`src/shared/gpcd_pkg.sv`:
```
package gpcd_pkg;

	//----------------------------------------
	// sizes
	//----------------------------------------
	localparam int PORT_W = 8;
	localparam int NIBBLE = 4;
	localparam int BUS_W  = 32;
	localparam int IDX_W  = 8;
	localparam int IDX_LSB = 2;

	//----------------------------------------
	// register indexes, byte address = index * 4
	//----------------------------------------
	localparam logic [IDX_W-1:0] IDX_LCD_DATA = 8'h02;
	localparam logic [IDX_W-1:0] IDX_SPI_DATA = 8'h03;
	localparam logic [IDX_W-1:0] IDX_LCD_DIR  = 8'h06;
	localparam logic [IDX_W-1:0] IDX_SPI_DIR  = 8'h07;
	localparam logic [IDX_W-1:0] IDX_ALT_CTRL = 8'h08;
	localparam logic [IDX_W-1:0] IDX_PIN_STAT = 8'h09;

	//----------------------------------------
	// field positions and reset values
	//----------------------------------------
	localparam int ALT_LCD_LO  = 0;
	localparam int ALT_LCD_HI  = 1;
	localparam int ALT_SPI_EN  = 2;
	localparam int ALT_KBD_LSB = 4;
	localparam logic [PORT_W-1:0] DIR_RESET = 8'h00;
	localparam logic [PORT_W-1:0] ALT_RESET = 8'h00;

	//----------------------------------------
	// ahb-lite encodings
	//----------------------------------------
	localparam logic [1:0] HTRANS_NONSEQ = 2'h2;
	localparam logic [2:0] HSIZE_WORD    = 3'h2;
	localparam logic       HRESP_OKAY    = 1'h0;

	//----------------------------------------
	// carriers
	//----------------------------------------
	typedef struct packed {
		logic [PORT_W-1:0] out;
		logic [PORT_W-1:0] oeN;
	} gpcd_pin_drive_t;

	typedef struct packed {
		logic [NIBBLE-1:0] out;
		logic [NIBBLE-1:0] oe;
	} gpcd_spi_drive_t;

endpackage

```
`src/core/gpcd_sync2.sv`:
```
`timescale 1ns/1ps
module gpcd_sync2
#(
	parameter int W = 8
)
(
	// clock and reset
	input  wire logic         sys_clk,
	input  wire logic         rst,
	// level from outside the clock domain
	input  wire logic [W-1:0] din,
	output logic      [W-1:0] dout
);

	logic [W-1:0] stage1_r;
	logic [W-1:0] stage2_r;

	// stage1_r is read by stage2_r only
	always_ff @(posedge sys_clk)
	begin
		if (rst)
		begin
			stage1_r <= '0;
			stage2_r <= '0;
		end
		else
		begin
			stage1_r <= din;
			stage2_r <= stage1_r;
		end
	end

	assign dout = stage2_r;

endmodule

```
`src/core/gpcd_pin_mux.sv`:
```
`timescale 1ns/1ps
module gpcd_pin_mux
(
	// clock and reset
	input  wire logic                         sys_clk,
	input  wire logic                         rst,
	// port logic
	input  wire logic [gpcd_pkg::PORT_W-1:0]  latch,
	input  wire logic [gpcd_pkg::PORT_W-1:0]  dir,
	// alternate function takeover
	input  wire logic [gpcd_pkg::PORT_W-1:0]  altSel,
	input  wire logic [gpcd_pkg::PORT_W-1:0]  altOut,
	input  wire logic [gpcd_pkg::PORT_W-1:0]  altDrive,
	// pad drive
	output gpcd_pkg::gpcd_pin_drive_t         drive
);
	import gpcd_pkg::*;

	gpcd_pin_drive_t drive_r;
	gpcd_pin_drive_t drive_nxt;

	// alternate function overrides the port bit by bit
	always_comb
	begin
		drive_nxt.out = (altSel & altOut) | (~altSel & latch);
		drive_nxt.oeN = ~((altSel & altDrive) | (~altSel & dir));
	end

	// registered so pads never see decode glitches; out of reset all pins float
	always_ff @(posedge sys_clk)
	begin
		if (rst)
		begin
			drive_r.out <= '0;
			drive_r.oeN <= '1;
		end
		else
			drive_r <= drive_nxt;
	end

	assign drive = drive_r;

endmodule

```
`src/core/gpcd_ports.sv`:
```
// Notes on behaviour
// RULE1: the lcd port keeps an eight-bit data latch that reset leaves untouched.
// RULE2: the spi/keyboard port keeps an eight-bit data latch that reset leaves untouched.
// RULE3: an lcd direction bit at one drives the pin, at zero the pin is an input.
// RULE4: a spi/keyboard direction bit at one drives the pin, at zero the pin is an input.
// RULE5: reset clears all lcd direction bits so every lcd pin starts as an input.
// RULE6: reset clears all spi/keyboard direction bits so every such pin starts as an input.
// RULE7: reading lcd data gives the latch for output bits and the pin level for input bits.
// RULE8: reading spi/keyboard data gives the latch for outputs and the pin for inputs.
// RULE9: writes to either data register always load the latch whatever the direction.
// RULE10: writing an input pin's data bit changes only the latch, not the pin or its readback.
// RULE11: both direction registers read back exactly what was written.
// RULE12: software should load data before turning a pin from input to output.
// RULE13: two nibble enables hand the lcd port halves to the frontplane outputs.
// RULE14: the spi enable hands bits 0 to 3 of the spi/keyboard port to the spi pins.
// RULE15: per-pin keyboard enables turn bits 4 to 7 of that port into keyboard inputs.
// RULE16: where the spi/keyboard pins are unbonded, software should make all of them outputs.
//
// Implementation choice: the AHB-Lite slave port.
`timescale 1ns/1ps
module gpcd_ports
(
	// clock and reset
	input  wire logic                             sys_clk,
	input  wire logic                             rst,
	// ahb-lite slave
	input  wire logic                             hsel,
	input  wire logic [gpcd_pkg::BUS_W-1:0]       haddr,
	input  wire logic [1:0]                       htrans,
	input  wire logic                             hwrite,
	input  wire logic [2:0]                       hsize,
	input  wire logic [gpcd_pkg::BUS_W-1:0]       hwdata,
	input  wire logic                             hready,
	output logic      [gpcd_pkg::BUS_W-1:0]       hrdata,
	output logic                                  hreadyout,
	output logic                                  hresp,
	// lcd-shared port
	input  wire logic [gpcd_pkg::PORT_W-1:0]      lcdPinIn,
	output gpcd_pkg::gpcd_pin_drive_t             lcdPinDrive,
	input  wire logic [gpcd_pkg::PORT_W-1:0]      lcdFrontplaneOutputs,
	// spi/keyboard-shared port
	input  wire logic [gpcd_pkg::PORT_W-1:0]      spiKbdPinIn,
	output gpcd_pkg::gpcd_pin_drive_t             spiKbdPinDrive,
	input  gpcd_pkg::gpcd_spi_drive_t             spiDrive,
	output logic      [gpcd_pkg::NIBBLE-1:0]      spiPinLevel,
	output logic      [gpcd_pkg::NIBBLE-1:0]      keyboardIrqInputs
);
	import gpcd_pkg::*;

	typedef enum logic [1:0] {BUS_IDLE, BUS_WRITE, BUS_RDWAIT, BUS_RDDONE} gpcd_bus_state_t;

	//----------------------------------------
	// decode helpers
	//----------------------------------------
	function automatic logic addrHit(input logic [BUS_W-1:0] a, input logic [2:0] sz);
		logic [IDX_W-1:0] idx;
		idx = a[IDX_LSB +: IDX_W];
		addrHit = (sz == HSIZE_WORD) && (a[IDX_LSB-1:0] == '0)
			&& (a[BUS_W-1:IDX_LSB+IDX_W] == '0)
			&& (idx == IDX_LCD_DATA || idx == IDX_SPI_DATA || idx == IDX_LCD_DIR
			|| idx == IDX_SPI_DIR || idx == IDX_ALT_CTRL || idx == IDX_PIN_STAT);
	endfunction

	function automatic logic [PORT_W-1:0] portRead(input logic [PORT_W-1:0] latch,
		input logic [PORT_W-1:0] dir, input logic [PORT_W-1:0] pin);
		portRead = (latch & dir) | (pin & ~dir);
	endfunction

	//----------------------------------------
	// state
	//----------------------------------------
	gpcd_bus_state_t   state_r;
	logic [IDX_W-1:0]  addrIdx_r;
	logic              addrOk_r;
	logic [BUS_W-1:0]  hrdata_r;
	logic [BUS_W-1:0]  rd_nxt;
	logic              hreadyout_r;
	logic [PORT_W-1:0] lcdLatch_r;
	logic [PORT_W-1:0] spiKbdLatch_r;
	logic [PORT_W-1:0] lcdDir_r;
	logic [PORT_W-1:0] spiKbdDir_r;
	logic [PORT_W-1:0] altCtrl_r;
	logic [NIBBLE-1:0] spiPinLevel_r;
	logic [NIBBLE-1:0] kbdLevel_r;
	logic [PORT_W-1:0] lcdPinLevel;
	logic [PORT_W-1:0] spiKbdPinLevel;
	logic [PORT_W-1:0] lcdAltSel;
	logic [PORT_W-1:0] spiKbdAltSel;
	logic [NIBBLE-1:0] kbdEn;
	logic              accept;
	logic              wrPhase;
	logic              wrLcdData;
	logic              wrSpiData;
	logic              wrLcdDir;
	logic              wrSpiDir;
	logic              wrAlt;

	//----------------------------------------
	// ahb-lite slave
	//----------------------------------------
	assign accept  = hsel && hready && (htrans == HTRANS_NONSEQ);
	assign wrPhase = (state_r == BUS_WRITE) && addrOk_r;
	assign wrLcdData = wrPhase && (addrIdx_r == IDX_LCD_DATA);
	assign wrSpiData = wrPhase && (addrIdx_r == IDX_SPI_DATA);
	assign wrLcdDir  = wrPhase && (addrIdx_r == IDX_LCD_DIR);
	assign wrSpiDir  = wrPhase && (addrIdx_r == IDX_SPI_DIR);
	assign wrAlt     = wrPhase && (addrIdx_r == IDX_ALT_CTRL);

	always_ff @(posedge sys_clk)
	begin
		if (rst)
			state_r <= BUS_IDLE;
		else
			case (state_r)
			BUS_RDWAIT: state_r <= BUS_RDDONE;
			default:
				if (accept)
					state_r <= hwrite ? BUS_WRITE : BUS_RDWAIT;
				else
					state_r <= BUS_IDLE;
			endcase
	end

	always_ff @(posedge sys_clk)
	begin
		if (rst)
		begin
			addrIdx_r <= '0;
			addrOk_r  <= 1'b0;
		end
		else if (accept)
		begin
			addrIdx_r <= haddr[IDX_LSB +: IDX_W];
			addrOk_r  <= addrHit(haddr, hsize);
		end
	end

	// one wait state on reads so a write just before is always seen
	always_ff @(posedge sys_clk)
	begin
		if (rst)
			hreadyout_r <= 1'b1;
		else if (state_r == BUS_RDWAIT)
			hreadyout_r <= 1'b1;
		else if (accept && !hwrite)
			hreadyout_r <= 1'b0;
	end

	always_comb
	begin
		rd_nxt = '0;
		if (addrOk_r)
			case (addrIdx_r)
			IDX_LCD_DATA: rd_nxt[PORT_W-1:0] = portRead(lcdLatch_r, lcdDir_r, lcdPinLevel); // [RULE7]
			IDX_SPI_DATA: rd_nxt[PORT_W-1:0] = portRead(spiKbdLatch_r, spiKbdDir_r, spiKbdPinLevel); // [RULE8]
			IDX_LCD_DIR:  rd_nxt[PORT_W-1:0] = lcdDir_r; // [RULE11]
			IDX_SPI_DIR:  rd_nxt[PORT_W-1:0] = spiKbdDir_r; // [RULE11]
			IDX_ALT_CTRL: rd_nxt[PORT_W-1:0] = altCtrl_r;
			IDX_PIN_STAT: rd_nxt[2*PORT_W-1:0] = {spiKbdPinLevel, lcdPinLevel};
			default:      rd_nxt = '0;
			endcase
	end

	// unmapped or non-word reads return zero
	always_ff @(posedge sys_clk)
	begin
		if (rst)
			hrdata_r <= '0;
		else if (state_r == BUS_RDWAIT)
			hrdata_r <= rd_nxt;
		else
			hrdata_r <= '0;
	end

	assign hrdata    = hrdata_r;
	assign hreadyout = hreadyout_r;
	assign hresp     = HRESP_OKAY;

	//----------------------------------------
	// port registers
	//----------------------------------------
	// latches carry no reset: their contents survive it
	always_ff @(posedge sys_clk)
	begin
		if (wrLcdData)
			lcdLatch_r <= hwdata[PORT_W-1:0]; // [RULE1] [RULE9] [RULE10]
	end

	always_ff @(posedge sys_clk)
	begin
		if (wrSpiData)
			spiKbdLatch_r <= hwdata[PORT_W-1:0]; // [RULE2] [RULE9] [RULE10]
	end

	always_ff @(posedge sys_clk)
	begin
		if (rst)
			lcdDir_r <= DIR_RESET; // [RULE5]
		else if (wrLcdDir)
			lcdDir_r <= hwdata[PORT_W-1:0]; // [RULE11]
	end

	always_ff @(posedge sys_clk)
	begin
		if (rst)
			spiKbdDir_r <= DIR_RESET; // [RULE6]
		else if (wrSpiDir)
			spiKbdDir_r <= hwdata[PORT_W-1:0]; // [RULE11]
	end

	always_ff @(posedge sys_clk)
	begin
		if (rst)
			altCtrl_r <= ALT_RESET;
		else if (wrAlt)
			altCtrl_r <= hwdata[PORT_W-1:0];
	end

	//----------------------------------------
	// pins
	//----------------------------------------
	gpcd_sync2 #(.W(PORT_W)) u_lcd_sync
	(
		.sys_clk (sys_clk),
		.rst     (rst),
		.din     (lcdPinIn),
		.dout    (lcdPinLevel)
	);

	gpcd_sync2 #(.W(PORT_W)) u_spi_kbd_sync
	(
		.sys_clk (sys_clk),
		.rst     (rst),
		.din     (spiKbdPinIn),
		.dout    (spiKbdPinLevel)
	);

	assign kbdEn = altCtrl_r[ALT_KBD_LSB +: NIBBLE];
	assign lcdAltSel = {{NIBBLE{altCtrl_r[ALT_LCD_HI]}}, {NIBBLE{altCtrl_r[ALT_LCD_LO]}}}; // [RULE13]
	assign spiKbdAltSel = {kbdEn, {NIBBLE{altCtrl_r[ALT_SPI_EN]}}}; // [RULE14] [RULE15]

	gpcd_pin_mux u_lcd_mux
	(
		.sys_clk  (sys_clk),
		.rst      (rst),
		.latch    (lcdLatch_r),
		.dir      (lcdDir_r), // [RULE3]
		.altSel   (lcdAltSel),
		.altOut   (lcdFrontplaneOutputs),
		.altDrive ({PORT_W{1'b1}}),
		.drive    (lcdPinDrive)
	);

	// keyboard pins are inputs only, so their drive is forced off
	gpcd_pin_mux u_spi_kbd_mux
	(
		.sys_clk  (sys_clk),
		.rst      (rst),
		.latch    (spiKbdLatch_r),
		.dir      (spiKbdDir_r), // [RULE4]
		.altSel   (spiKbdAltSel),
		.altOut   ({{NIBBLE{1'b0}}, spiDrive.out}),
		.altDrive ({{NIBBLE{1'b0}}, spiDrive.oe}), // [RULE15]
		.drive    (spiKbdPinDrive)
	);

	// disabled keyboard lines idle high, like a pulled-up key
	always_ff @(posedge sys_clk)
	begin
		if (rst)
		begin
			spiPinLevel_r <= '0;
			kbdLevel_r    <= '1;
		end
		else
		begin
			spiPinLevel_r <= spiKbdPinLevel[NIBBLE-1:0];
			kbdLevel_r    <= spiKbdPinLevel[PORT_W-1:NIBBLE] | ~kbdEn;
		end
	end

	assign spiPinLevel       = spiPinLevel_r;
	assign keyboardIrqInputs = kbdLevel_r;
endmodule

```
`config.mk`:
```
export PLATFORM = sky130hd
export DESIGN_NAME = gpcd_ports
export DESIGN_NICKNAME = d
export VERILOG_FILES = /design/src/shared/gpcd_pkg.sv /design/src/core/gpcd_sync2.sv /design/src/core/gpcd_pin_mux.sv /design/src/core/gpcd_ports.sv
export SDC_FILE = /design/constraint.sdc
export NUM_CORES = 1
export LEC_CHECK = 0
export ABC_CLOCK_PERIOD_IN_PS = 6750
export BUFFER_PORTS_ARGS = -buffer_cell sky130_fd_sc_hd__buf_2
export CORE_UTILIZATION = 35
export DETAILED_ROUTE_END_ITERATION = 8
export HOLD_SLACK_MARGIN = 0.12
export PLACE_DENSITY = 0.68
export SYNTH_ARGS = -nofsm -noshare
export SYNTH_HDL_FRONTEND = slang
export SYNTH_SLANG_ARGS = --single-unit
```
`constraint.sdc`:
```
create_clock -name sys_clk -period 6.75 [get_ports sys_clk]
set_input_delay 1.0125 -clock sys_clk [delete_from_list [all_inputs] [get_ports sys_clk]]
set_output_delay 1.0125 -clock sys_clk [all_outputs]
set_load 0.03 [all_outputs]
```
==> results of run 1 <==
routing by layer:
layer  global-route usage  part of all wire
met4               0.0877             0.025
met2                0.267              0.47
met3               0.0493             0.060
met1                0.209              0.44
met5                    0                 0
synth_stat cells, drive strengths merged:
master / n / share of area
nand4: 2 / 0.0025
mux2i: 54 / 0.11
edfxtp: 16 / 0.095
o21bai: 8 / 0.012
nand3: 2 / 0.0020
nand3b: 2 / 0.0030
o2bb2ai: 7 / 0.012
nand2: 27 / 0.020
a211o: 1 / 0.0017
buf: 22 / 0.031
and4b: 1 / 0.0020
or3b: 1 / 0.0017
conb: 1 / 0.00074
dfxtp: 124 / 0.49
nand4b: 1 / 0.0017
o22ai: 7 / 0.0086
nand2b: 3 / 0.0037
or2: 4 / 0.0049
nor2b: 41 / 0.050
nor3: 2 / 0.0030
clkbuf: 19 / 0.014
mux2: 9 / 0.020
and3: 1 / 0.0012
nor2: 50 / 0.037
and2: 12 / 0.015
o21a: 1 / 0.0015
inv: 1 / 0.00074
or4bb: 1 / 0.0022
a2111oi: 1 / 0.0017
or4: 4 / 0.0066
nor4b: 1 / 0.0017
nor4: 9 / 0.017
a221oi: 7 / 0.012
o21ai: 9 / 0.0089
a21oi: 11 / 0.011
worst max path at each step:
| stage | depth (start not counted) | end | start |
|---|---|---|---|
| floorplan | 4 | hrdata[10]$_SDFF_PP0_ | rst |
| global route | 5 | hrdata[10]$_SDFF_PP0_ | rst |
| finish | 5 | hrdata[13]$_SDFF_PP0_ | rst |
| CTS | 5 | hrdata[13]$_SDFF_PP0_ | rst |
| detailed placement | 5 | hrdata[14]$_SDFF_PP0_ | rst |
| global placement | 5 | hrdata[8]$_SDFF_PP0_ | rst |
power groups by stage:
stage | clock network, mW | registers (mW) | logic (mW)
after floorplan | 0 | 0.883 | 0.0505
after global placement | 0 | 0.880 | 0.0815
after detailed placement | 0 | 0.880 | 0.0838
after CTS | 0.875 | 0.863 | 0.0839
after global routing | 0.910 | 0.864 | 0.0914
final | 0.855 | 0.863 | 0.0835
worst register-to-register path, stage by stage (launching register included):
cell,delay [ns]
dfxtp_1,1.01
inv_1,0.42
nor2_1,0.86
metrics by stage:
step                cells  worst slack [ns]  hold WS [ns]  utilization  area (um^2)
CTS                   787              3.91         0.425        0.455         6390
global placement      756              3.49         0.401        0.416         5840
detailed placement    756              3.49         0.408        0.416         5840
finish                787              3.90         0.422        0.455         6390
global route          787              3.78         0.447        0.455         6390
floorplan             478              4.53         0.381            -         5140
layout make-up:
type                    instances  area (um^2)  area share
flip-flops and latches        140         2960       0.464
multi-input cells             296         1950       0.305
repair buffers                139          701       0.110
clock buffers                  25          485      0.0760
well taps                     180          225      0.0352
clock inverters                 6         63.8     0.00999
inverters                       1         3.75    0.000587
kinds of logic (layout without fill, tap and decap cells):
| family | count (synthesis) | in the layout |
|---|---|---|
| simple gates | 164 | 164 |
| flops | 140 | 140 |
| mux | 63 | 63 |
| compound gates | 52 | 52 |
| buf+inv | 42 | 171 |
| other cells | 1 | 17 |
cells in the final DEF (no fill, tap or decap), drive strengths merged, types with 7 or more instances in the layout:
cell type,count
a21oi,11
a221oi,7
and2,12
buf,139
clkbuf,25
conb,17
dfxtp,124
edfxtp,16
mux2,9
mux2i,54
nand2,27
nor2,50
nor2b,41
nor4,9
o21ai,9
o21bai,8
o22ai,7
o2bb2ai,7
==> results_dict.tcl, run 1 <==
set metrics [dict create \
    synthAdderAreaFrac 0 \
    crit-reg2reg-capture "spiKbdLatch_r[2]$_DFFE_PP_" \
    max_freq_mhz 351 \
    required_ns 7.10 \
    gp_congestion 0.841 \
    grt_overflow 0 \
    start_util 0.362 \
    cp_num_buf_inv 1 \
    r2r-start "addrIdx_r[0]$_SDFFE_PP0P_" \
    intPower_mw 1.42 \
    switching_share 0.211 \
    ioPinCount 180 \
    vias 3694 \
    hold_path_class "reg2reg" \
    chipWidth_um 122 \
    startpoint_type "primary input" \
    wl_um 12100 \
    p_per_area_nw_per_um2 282 \
    ant_nets 0 \
    syn_avg_cell_area_um2 11.0 \
    max_cap_viol_count 0 \
    grt_pass1_wl_um 18800 \
    finalClockSkew_ns 0.00830 \
    run_status "finished clean" \
    crit_path_end_kind "flip-flop" \
    htreeDepth 4 \
    tightest_slew_ns 1.05 \
    p_total_mw 1.80 \
    path_class "in2reg" \
    p_seq_frac 0.479 \
    rrSetupSlack_ns 4.08 \
    syn_to_final_growth_pct 25.8 \
    vias_per_cell 4.69 \
    final.period_utilization 0.422 \
    slew_violations 0 \
    drive_above_1_share 0.301 \
    ir_worst_vdd_v 0.000181 \
    min_to "u_spi_kbd_mux.drive[5]$_SDFF_PP1_" \
    grt_pass1_vias 3605 \
    cts_buffer_depth 2 \
    drtIter0Drc 141 \
    hold_viol_final 0 \
    path_clk_slew_ns 0.05 \
    rsz0062_at_grt "no" \
    leakagePower_nw 2.60 \
    crit_slowest_cell "or4bb_1" \
    cts.sinks 140 \
    port_buffers 138 \
    grt_max_degree 107 \
    synth_top_family_by_area "simple AND/OR/NAND/NOR gates" \
    hold_depth 1 \
    cp_top_family "simple AND/OR/NAND/NOR gates" \
    synth-seq-cells 140 \
    drtPass1Iterations 4 \
    numCtsBuffers 17 \
    seq_area_frac_synth 0.583 \
    p_clk_frac 0.475 \
    cts_setup_buffers 0 \
    p_comb_frac 0.046 \
    setup_viol 0 \
    synthCells 462 \
    coreArea_um2 14000 \
    yosysUniqueCellTypes 42 \
    ctsHoldBuffers 0 \
    slew_headroom 0.299 \
    crit_fanout 106 \
    die_h_um 122 \
    clk_latency_ns 0.41 \
    slowest_delay_ns 0.65 \
    num_rows 43 \
    dp_hpwl_um 8400 \
    muxShareOfSynthArea 0.126 \
    ctsResizeCount 0 \
    syn_area_um2 5080 \
    synth-simple-area-share 0.175 \
    die_area_um2 15000 \
    track_usage 0.169 \
    antenna_found_initial 0 \
    drcViolationCount 0 \
    nets 701 \
    synth_warnings 0 \
    worstHoldStart "spiKbdDir_r[5]$_SDFFE_PP0P_" \
    switching_power_mw 0.381 \
    path_cells "buf_4 -> or4bb_1 -> nor3_2 -> and3_1 -> and2_1" \
    n_fill_cell 1333 \
    cp.arrival_ns 3.20 \
    tns_ns 0 \
    synth-xor-area-share 0 \
    cts_tree "done" \
    final.min_clock_period_ns 2.85 \
    rr_worst_depth 2 \
    post_drt_wl_per_cell_um 15.4 \
    insertedDiodeCount 0 \
    root_buffer "clkbuf_16" \
    synth_compound_area_frac 0.0692 \
]
No activity file was read; power rests on OpenSTA's default activity.
==> run 2: changes to the inputs <==
--- a/config.mk
+++ b/config.mk
@@ -5,12 +5,13 @@
 export SDC_FILE = /design/constraint.sdc
 export NUM_CORES = 1
 export LEC_CHECK = 0
-export ABC_CLOCK_PERIOD_IN_PS = 6750
+export ABC_AREA = 1
+export ABC_CLOCK_PERIOD_IN_PS = 2600
 export BUFFER_PORTS_ARGS = -buffer_cell sky130_fd_sc_hd__buf_2
 export CORE_UTILIZATION = 35
 export DETAILED_ROUTE_END_ITERATION = 8
 export HOLD_SLACK_MARGIN = 0.12
-export PLACE_DENSITY = 0.68
+export PLACE_DENSITY = 0.7
 export SYNTH_ARGS = -nofsm -noshare
 export SYNTH_HDL_FRONTEND = slang
 export SYNTH_SLANG_ARGS = --single-unit
==> constraint.sdc (replaced) <==
create_clock -name sys_clk -period 2.6 [get_ports sys_clk]
set_input_delay 0.39 -clock sys_clk [delete_from_list [all_inputs] [get_ports sys_clk]]
set_output_delay 0.39 -clock sys_clk [all_outputs]
set_load 0.03 [all_outputs]
==> results_dict.tcl, run 2 <==
set metrics [dict create \
    synth-simple-area-share 0.223 \
    ctsHoldBuffers 0 \
    vias 4430 \
    n_fill_cell 1465 \
    hold_path_class "in2reg" \
    ant_nets 0 \
    dp_hpwl_um 8770 \
    cts.sinks 140 \
    crit_cells 7 \
    crit_path_end "altCtrl_r[3]$_SDFFE_PP0P_" \
    synth_top_family_by_area "simple AND/OR/NAND/NOR gates" \
    syn_to_final_growth_pct 26.8 \
    ioPinCount 180 \
    synth-xor-area-share 0 \
    ctsResizeCount 0 \
    path_clk_slew_ns 0.06 \
    gp_congestion 0.804 \
    final_area_um2 6620 \
    final_util 0.456 \
    die_h_um 124 \
    final.min_clock_period_ns 2.14 \
    wl_um 12500 \
    grt_overflow 0 \
    crit_path_end_kind "flip-flop" \
    synthCells 647 \
    num_rows 44 \
    cp.arrival_ns 2.50 \
    yosysTopAreaCell "dfxtp_1" \
    port_buffers 138 \
    track_usage 0.176 \
    insertedDiodeCount 0 \
    run_status "finished clean" \
    drive_above_1_share 0.241 \
    drcViolationCount 0 \
    yosysUniqueCellTypes 23 \
    setup_ws_ns 0.458 \
    slowest_delay_ns 0.60 \
    grt_pass1_vias 4105 \
    coreArea_um2 14500 \
    muxShareOfSynthArea 0 \
    crit_start "addrIdx_r[4]$_SDFFE_PP0P_" \
    synth_most_common_cell "dfxtp_1" \
    rsz0062_at_grt "no" \
    dpl_worst_slack_ns 0.490 \
    slew_headroom 0.573 \
    finalClockSkew_ns 0.00542 \
    synthAdderAreaFrac 0 \
    cp_top_family "simple AND/OR/NAND/NOR gates" \
    max_freq_mhz 467 \
    drtIter0Drc 260 \
    antenna_found_initial 0 \
    tightest_slew_ns 0.638 \
    rr_worst_depth 7 \
    yosys.area.top_type_share 0.475 \
    nets 891 \
    startpoint_type "flip-flop" \
    drtPass1Iterations 5 \
    syn_area_um2 5220 \
    final_common_cell "buf_2" \
    grt_pass1_wl_um 20000 \
    synth-async-reset-ratio 0 \
    cts_tree "done" \
    numCtsBuffers 17 \
    p_total_mw 4.88 \
    final_cell_mix "buf_2 (138), dfxtp_1 (124), nor2_1 (118)" \
    cpMostUsedCell "nor2_1" \
    cts_buffer_depth 2 \
    synth_edf_count 16 \
    grt_max_degree 64 \
    seq_area_frac_synth 0.567 \
    syn_avg_cell_area_um2 8.07 \
    crit-reg2reg-capture "altCtrl_r[3]$_SDFFE_PP0P_" \
    setup_viol 0 \
    synth_area_leaders "dfxtp_1 (48%), edfxtp_1 (9.2%), nor2_1 (8.5%), inv_1 (5.8%), nand3_1 (5.7%)" \
    cts_setup_buffers 0 \
    chipWidth_um 124 \
    required_ns 2.95 \
    cp_num_buf_inv 2 \
    vias_per_cell 4.51 \
    htreeDepth 4 \
    synth_compound_area_frac 0.104 \
    root_buffer "clkbuf_16" \
    crit_fanout 29 \
    leakagePower_nw 2.98 \
    crit_slowest_cell "nand3_1" \
    slew_violations 0 \
    rrSetupSlack_ns 0.46 \
    place_area_um2 6020 \
    synth_flop_cell "dfxtp_1" \
    final.period_utilization 0.824 \
    post_drt_wl_per_cell_um 12.7 \
    r2r-start "addrIdx_r[4]$_SDFFE_PP0P_" \
    synth-seq-cells 140 \
    synth_warnings 0 \
    start_util 0.359 \
    ir_worst_vdd_v 0.000514 \
    max_cap_viol_count 0 \
    tns_ns 0 \
    path_class "reg2reg" \
    synth.top_cells.by_count "dfxtp_1 (124), nor2_1 (118), inv_1 (81)" \
    p_per_area_nw_per_um2 737 \
    die_area_um2 15400 \
    hold_viol_final 0 \
    clk_latency_ns 0.42 \
    path_cells "inv_2 -> nand2_1 -> nor2_4 -> nand3_1 -> inv_1 -> nor2_1 -> nor2_1" \
]
## run 2: worst reg2reg max path, stage by stage, from the launching register on
cell and delay, ns:
dfxtp_1 0.31, inv_2 0.05, nand2_1 0.07, nor2_4 0.51, nand3_1 0.61, inv_1 0.35
nor2_1 0.07, nor2_1 0.12
## run 2: stage by stage
stage | std cells | hold WS, ns
2_1_floorplan | 663 | 0.388
3_3_place_gp | 950 | 0.390
3_5_place_dp | 950 | 0.392
4_1_cts | 982 | 0.126
5_1_grt | 982 | 0.141
6_report | 982 | 0.142
## run 2: report_power, final
part / internal (mW) / leakage, nW / switching [mW]
Clock: 1.45 / 0.297 / 0.922
Combinational: 0.0883 / 1.53 / 0.184
Sequential: 2.22 / 1.16 / 0.0141
## run 2: how the worst min path moves through the flow
stage	startpoint	to	depth (start not counted)
global route	spiDrive[3]	u_spi_kbd_mux.drive[3]$_SDFF_PP1_	2
global placement	u_spi_kbd_sync.stage1_r[3]$_SDFF_PP0_	u_spi_kbd_sync.dout[3]$_SDFF_PP0_	2
floorplan	u_lcd_sync.stage1_r[0]$_SDFF_PP0_	u_lcd_sync.dout[0]$_SDFF_PP0_	2
finish	spiDrive[0]	u_spi_kbd_mux.drive[0]$_SDFF_PP1_	2
CTS	spiDrive[0]	u_spi_kbd_mux.drive[0]$_SDFF_PP1_	2
detailed placement	u_spi_kbd_sync.stage1_r[0]$_SDFF_PP0_	u_spi_kbd_sync.dout[0]$_SDFF_PP0_	2
## run 2: final cells by class
class / instances / area [um^2] / area share
multi-input cells: 396 / 1770 / 0.267
clock buffers: 23 / 532 / 0.0803
well taps: 184 / 230 / 0.0348
inverters: 86 / 323 / 0.0488
clock inverters: 9 / 68.8 / 0.0104
flip-flops and latches: 140 / 2960 / 0.447
repair buffers: 144 / 736 / 0.111
## run 2: logic make-up (layout without fill, tap and decap cells)
family                 count (synthesis)  count (layout)
DFF                                  140             140
buffers and inverters                127             262
AOI/OAI and AO/OA                    108             108
and+or+nand+nor                      271             271
other                                  1              17
## run 2: per-layer routing
layer  vias up  wire (um)  share of wire  track usage
li1       2287          -              -            -
met1      1964       5620           0.45        0.219
met2       161       5730           0.46        0.276
met3        18        982          0.079       0.0582
met4         0        167          0.013       0.0759
met5         -          0              0            0
==> run 3: changes to the inputs <==
--- a/config.mk
+++ b/config.mk
@@ -5,8 +5,8 @@
 export SDC_FILE = /design/constraint.sdc
 export NUM_CORES = 1
 export LEC_CHECK = 0
-export ABC_AREA = 1
-export ABC_CLOCK_PERIOD_IN_PS = 2600
+export ABC_AREA = 0
+export ABC_CLOCK_PERIOD_IN_PS = 1900
 export BUFFER_PORTS_ARGS = -buffer_cell sky130_fd_sc_hd__buf_2
 export CORE_UTILIZATION = 35
 export DETAILED_ROUTE_END_ITERATION = 8
==> constraint.sdc (replaced) <==
create_clock -name sys_clk -period 1.9 [get_ports sys_clk]
set_input_delay 0.285 -clock sys_clk [delete_from_list [all_inputs] [get_ports sys_clk]]
set_output_delay 0.285 -clock sys_clk [all_outputs]
set_load 0.03 [all_outputs]
==> results_dict.tcl, run 3 (synthesis results as in run 1) <==
set metrics [dict create \
    crit_path_end_kind "flip-flop" \
    ir_worst_vdd_v 0.000680 \
    insertedDiodeCount 0 \
    drcViolationCount 0 \
    slowest_delay_ns 0.56 \
    clk_latency_ns 0.41 \
    cpMostUsedCell "or4_4" \
    die_h_um 122 \
    slew_violations 0 \
    final.period_utilization 1.01 \
    crit_slowest_cell "or4_4" \
    max_freq_mhz 520 \
    path_clk_slew_ns 0.06 \
    dp_hpwl_um 8620 \
    cts.sinks 140 \
    root_buffer "clkbuf_16" \
    final.min_clock_period_ns 1.92 \
    syn_to_final_growth_pct 40.8 \
    cp.arrival_ns 2.05 \
    port_buffers 138 \
    slew_headroom 0.632 \
    drtIter0Drc 182 \
    gp_congestion 0.791 \
    finalClockSkew_ns 0.00578 \
    final_common_cell "buf_2" \
    grt_pass1_wl_um 19500 \
    setup_ws_ns -0.0227 \
    num_rows 43 \
    p_per_area_nw_per_um2 1050 \
    leakagePower_nw 2.94 \
    nets 752 \
    path_class "reg2reg" \
    setup_viol 8 \
    switching_power_mw 1.43 \
    hold_path_class "in2reg" \
    drive_above_1_share 0.317 \
    p_comb_frac 0.050 \
    antenna_found_initial 0 \
    ioPinCount 180 \
    htreeDepth 4 \
    vias 3903 \
    wl_um 12500 \
    vias_per_cell 4.65 \
    p_seq_frac 0.408 \
    grt_pass1_vias 3850 \
    track_usage 0.175 \
    place_area_um2 6000 \
    ant_nets 0 \
    required_ns 2.03 \
    post_drt_wl_per_cell_um 14.9 \
    max_cap_viol_count 0 \
    run_status "finished, violations left" \
    final_area_um2 7150 \
    path_cells "or4_4 -> or4_4 -> nor2_4 -> buf_12" \
    finalNonFillerCells 839 \
    final_cell_mix "buf_2 (137), dfxtp_1 (124), mux2i_1 (54)" \
    die_area_um2 15000 \
    intPower_mw 6.07 \
    p_total_mw 7.50 \
    tightest_slew_ns 0.551 \
    rsz0062_at_grt "yes" \
    failed_checks "setup timing" \
    drtPass1Iterations 4 \
    grt_overflow 0 \
    coreArea_um2 14000 \
    dp_cells 770 \
    crit_fanout 8 \
    tns_ns -0.156 \
    cts_buffer_depth 2 \
    start_util 0.362 \
    cp_num_buf_inv 1 \
    dpl_worst_slack_ns -0.0497 \
    cp_top_family "simple AND/OR/NAND/NOR gates" \
    chipWidth_um 122 \
    n_fill_cell 1261 \
    switching_share 0.190 \
    numCtsBuffers 17 \
    p_clk_frac 0.542 \
    startpoint_type "flip-flop" \
    hold_viol_final 0 \
    cts_tree "done" \
    grt_max_degree 105 \
]
-- run 3: layout make-up --
cell class	count	area (um^2)	share of cell area
Clock inverter	9	225	0.0315
Multi-Input combinational cell	296	1980	0.276
Sequential cell	140	2960	0.414
Tap cell	180	225	0.0315
Inverter	1	3.75	0.000525
Clock buffer	23	520	0.0728
Timing Repair Buffer	190	1240	0.173
-- run 3: power by group through the flow --
stage / sequential (mW) / clock [mW] / combinational [mW]
after detailed placement: 3.13 / 0 / 0.315
after global placement: 3.12 / 0 / 0.308
after global routing: 3.07 / 4.27 / 0.405
after CTS: 3.06 / 4.13 / 0.371
final: 3.06 / 4.07 / 0.374
after floorplan: 3.14 / 0 / 0.180
-- run 3: what timing repair did --
action	in CTS	in global routing
setup buffers	2	0
hold buffers	35	1
pin swaps	2	1
setup endpoints to repair	23	43
hold endpoints to repair	42	2
resized for setup	2	3
-- run 3: worst paths after layout --
path | start | to | slack, ns | cells after the start
hold reg to reg | altCtrl_r[6]$_SDFFE_PP0P_ | keyboardIrqInputs[2]$_SDFF_PP1_ | 0.42 | 1
hold / removal | lcdFrontplaneOutputs[6] | u_lcd_mux.drive[14]$_SDFF_PP0_ | 0.13 | 3
setup reg to reg | addrIdx_r[7]$_SDFFE_PP0P_ | spiKbdLatch_r[1]$_DFFE_PP_ | -0.02 | 4
setup / recovery | addrIdx_r[7]$_SDFFE_PP0P_ | spiKbdLatch_r[1]$_DFFE_PP_ | -0.02 | 4
-- run 3: through the flow --
| stage | utilization | hold slack [ns] |
|---|---|---|
| after floorplan | - | 0.381 |
| after global placement | 0.427 | 0.403 |
| after detailed placement | 0.427 | 0.402 |
| after CTS | 0.509 | 0.121 |
| after global routing | 0.509 | 0.131 |
| final | 0.509 | 0.128 |
-- run 3: tightest hold or removal path, delay by kind of cell --
family / cells / cell delay (ns)
muxes: 1 / 0.06
buffers and inverters: 1 / 0.08
and+or+nand+nor: 1 / 0.08
-- run 3: metal layers --
| metal | vias up | track usage | share of wire |
|---|---|---|---|
| li1 | 1925 | - | - |
| met1 | 1812 | 0.221 | 0.46 |
| met2 | 149 | 0.279 | 0.46 |
| met3 | 17 | 0.0479 | 0.065 |
| met4 | 0 | 0.0716 | 0.013 |
| met5 | - | 0 | 0 |
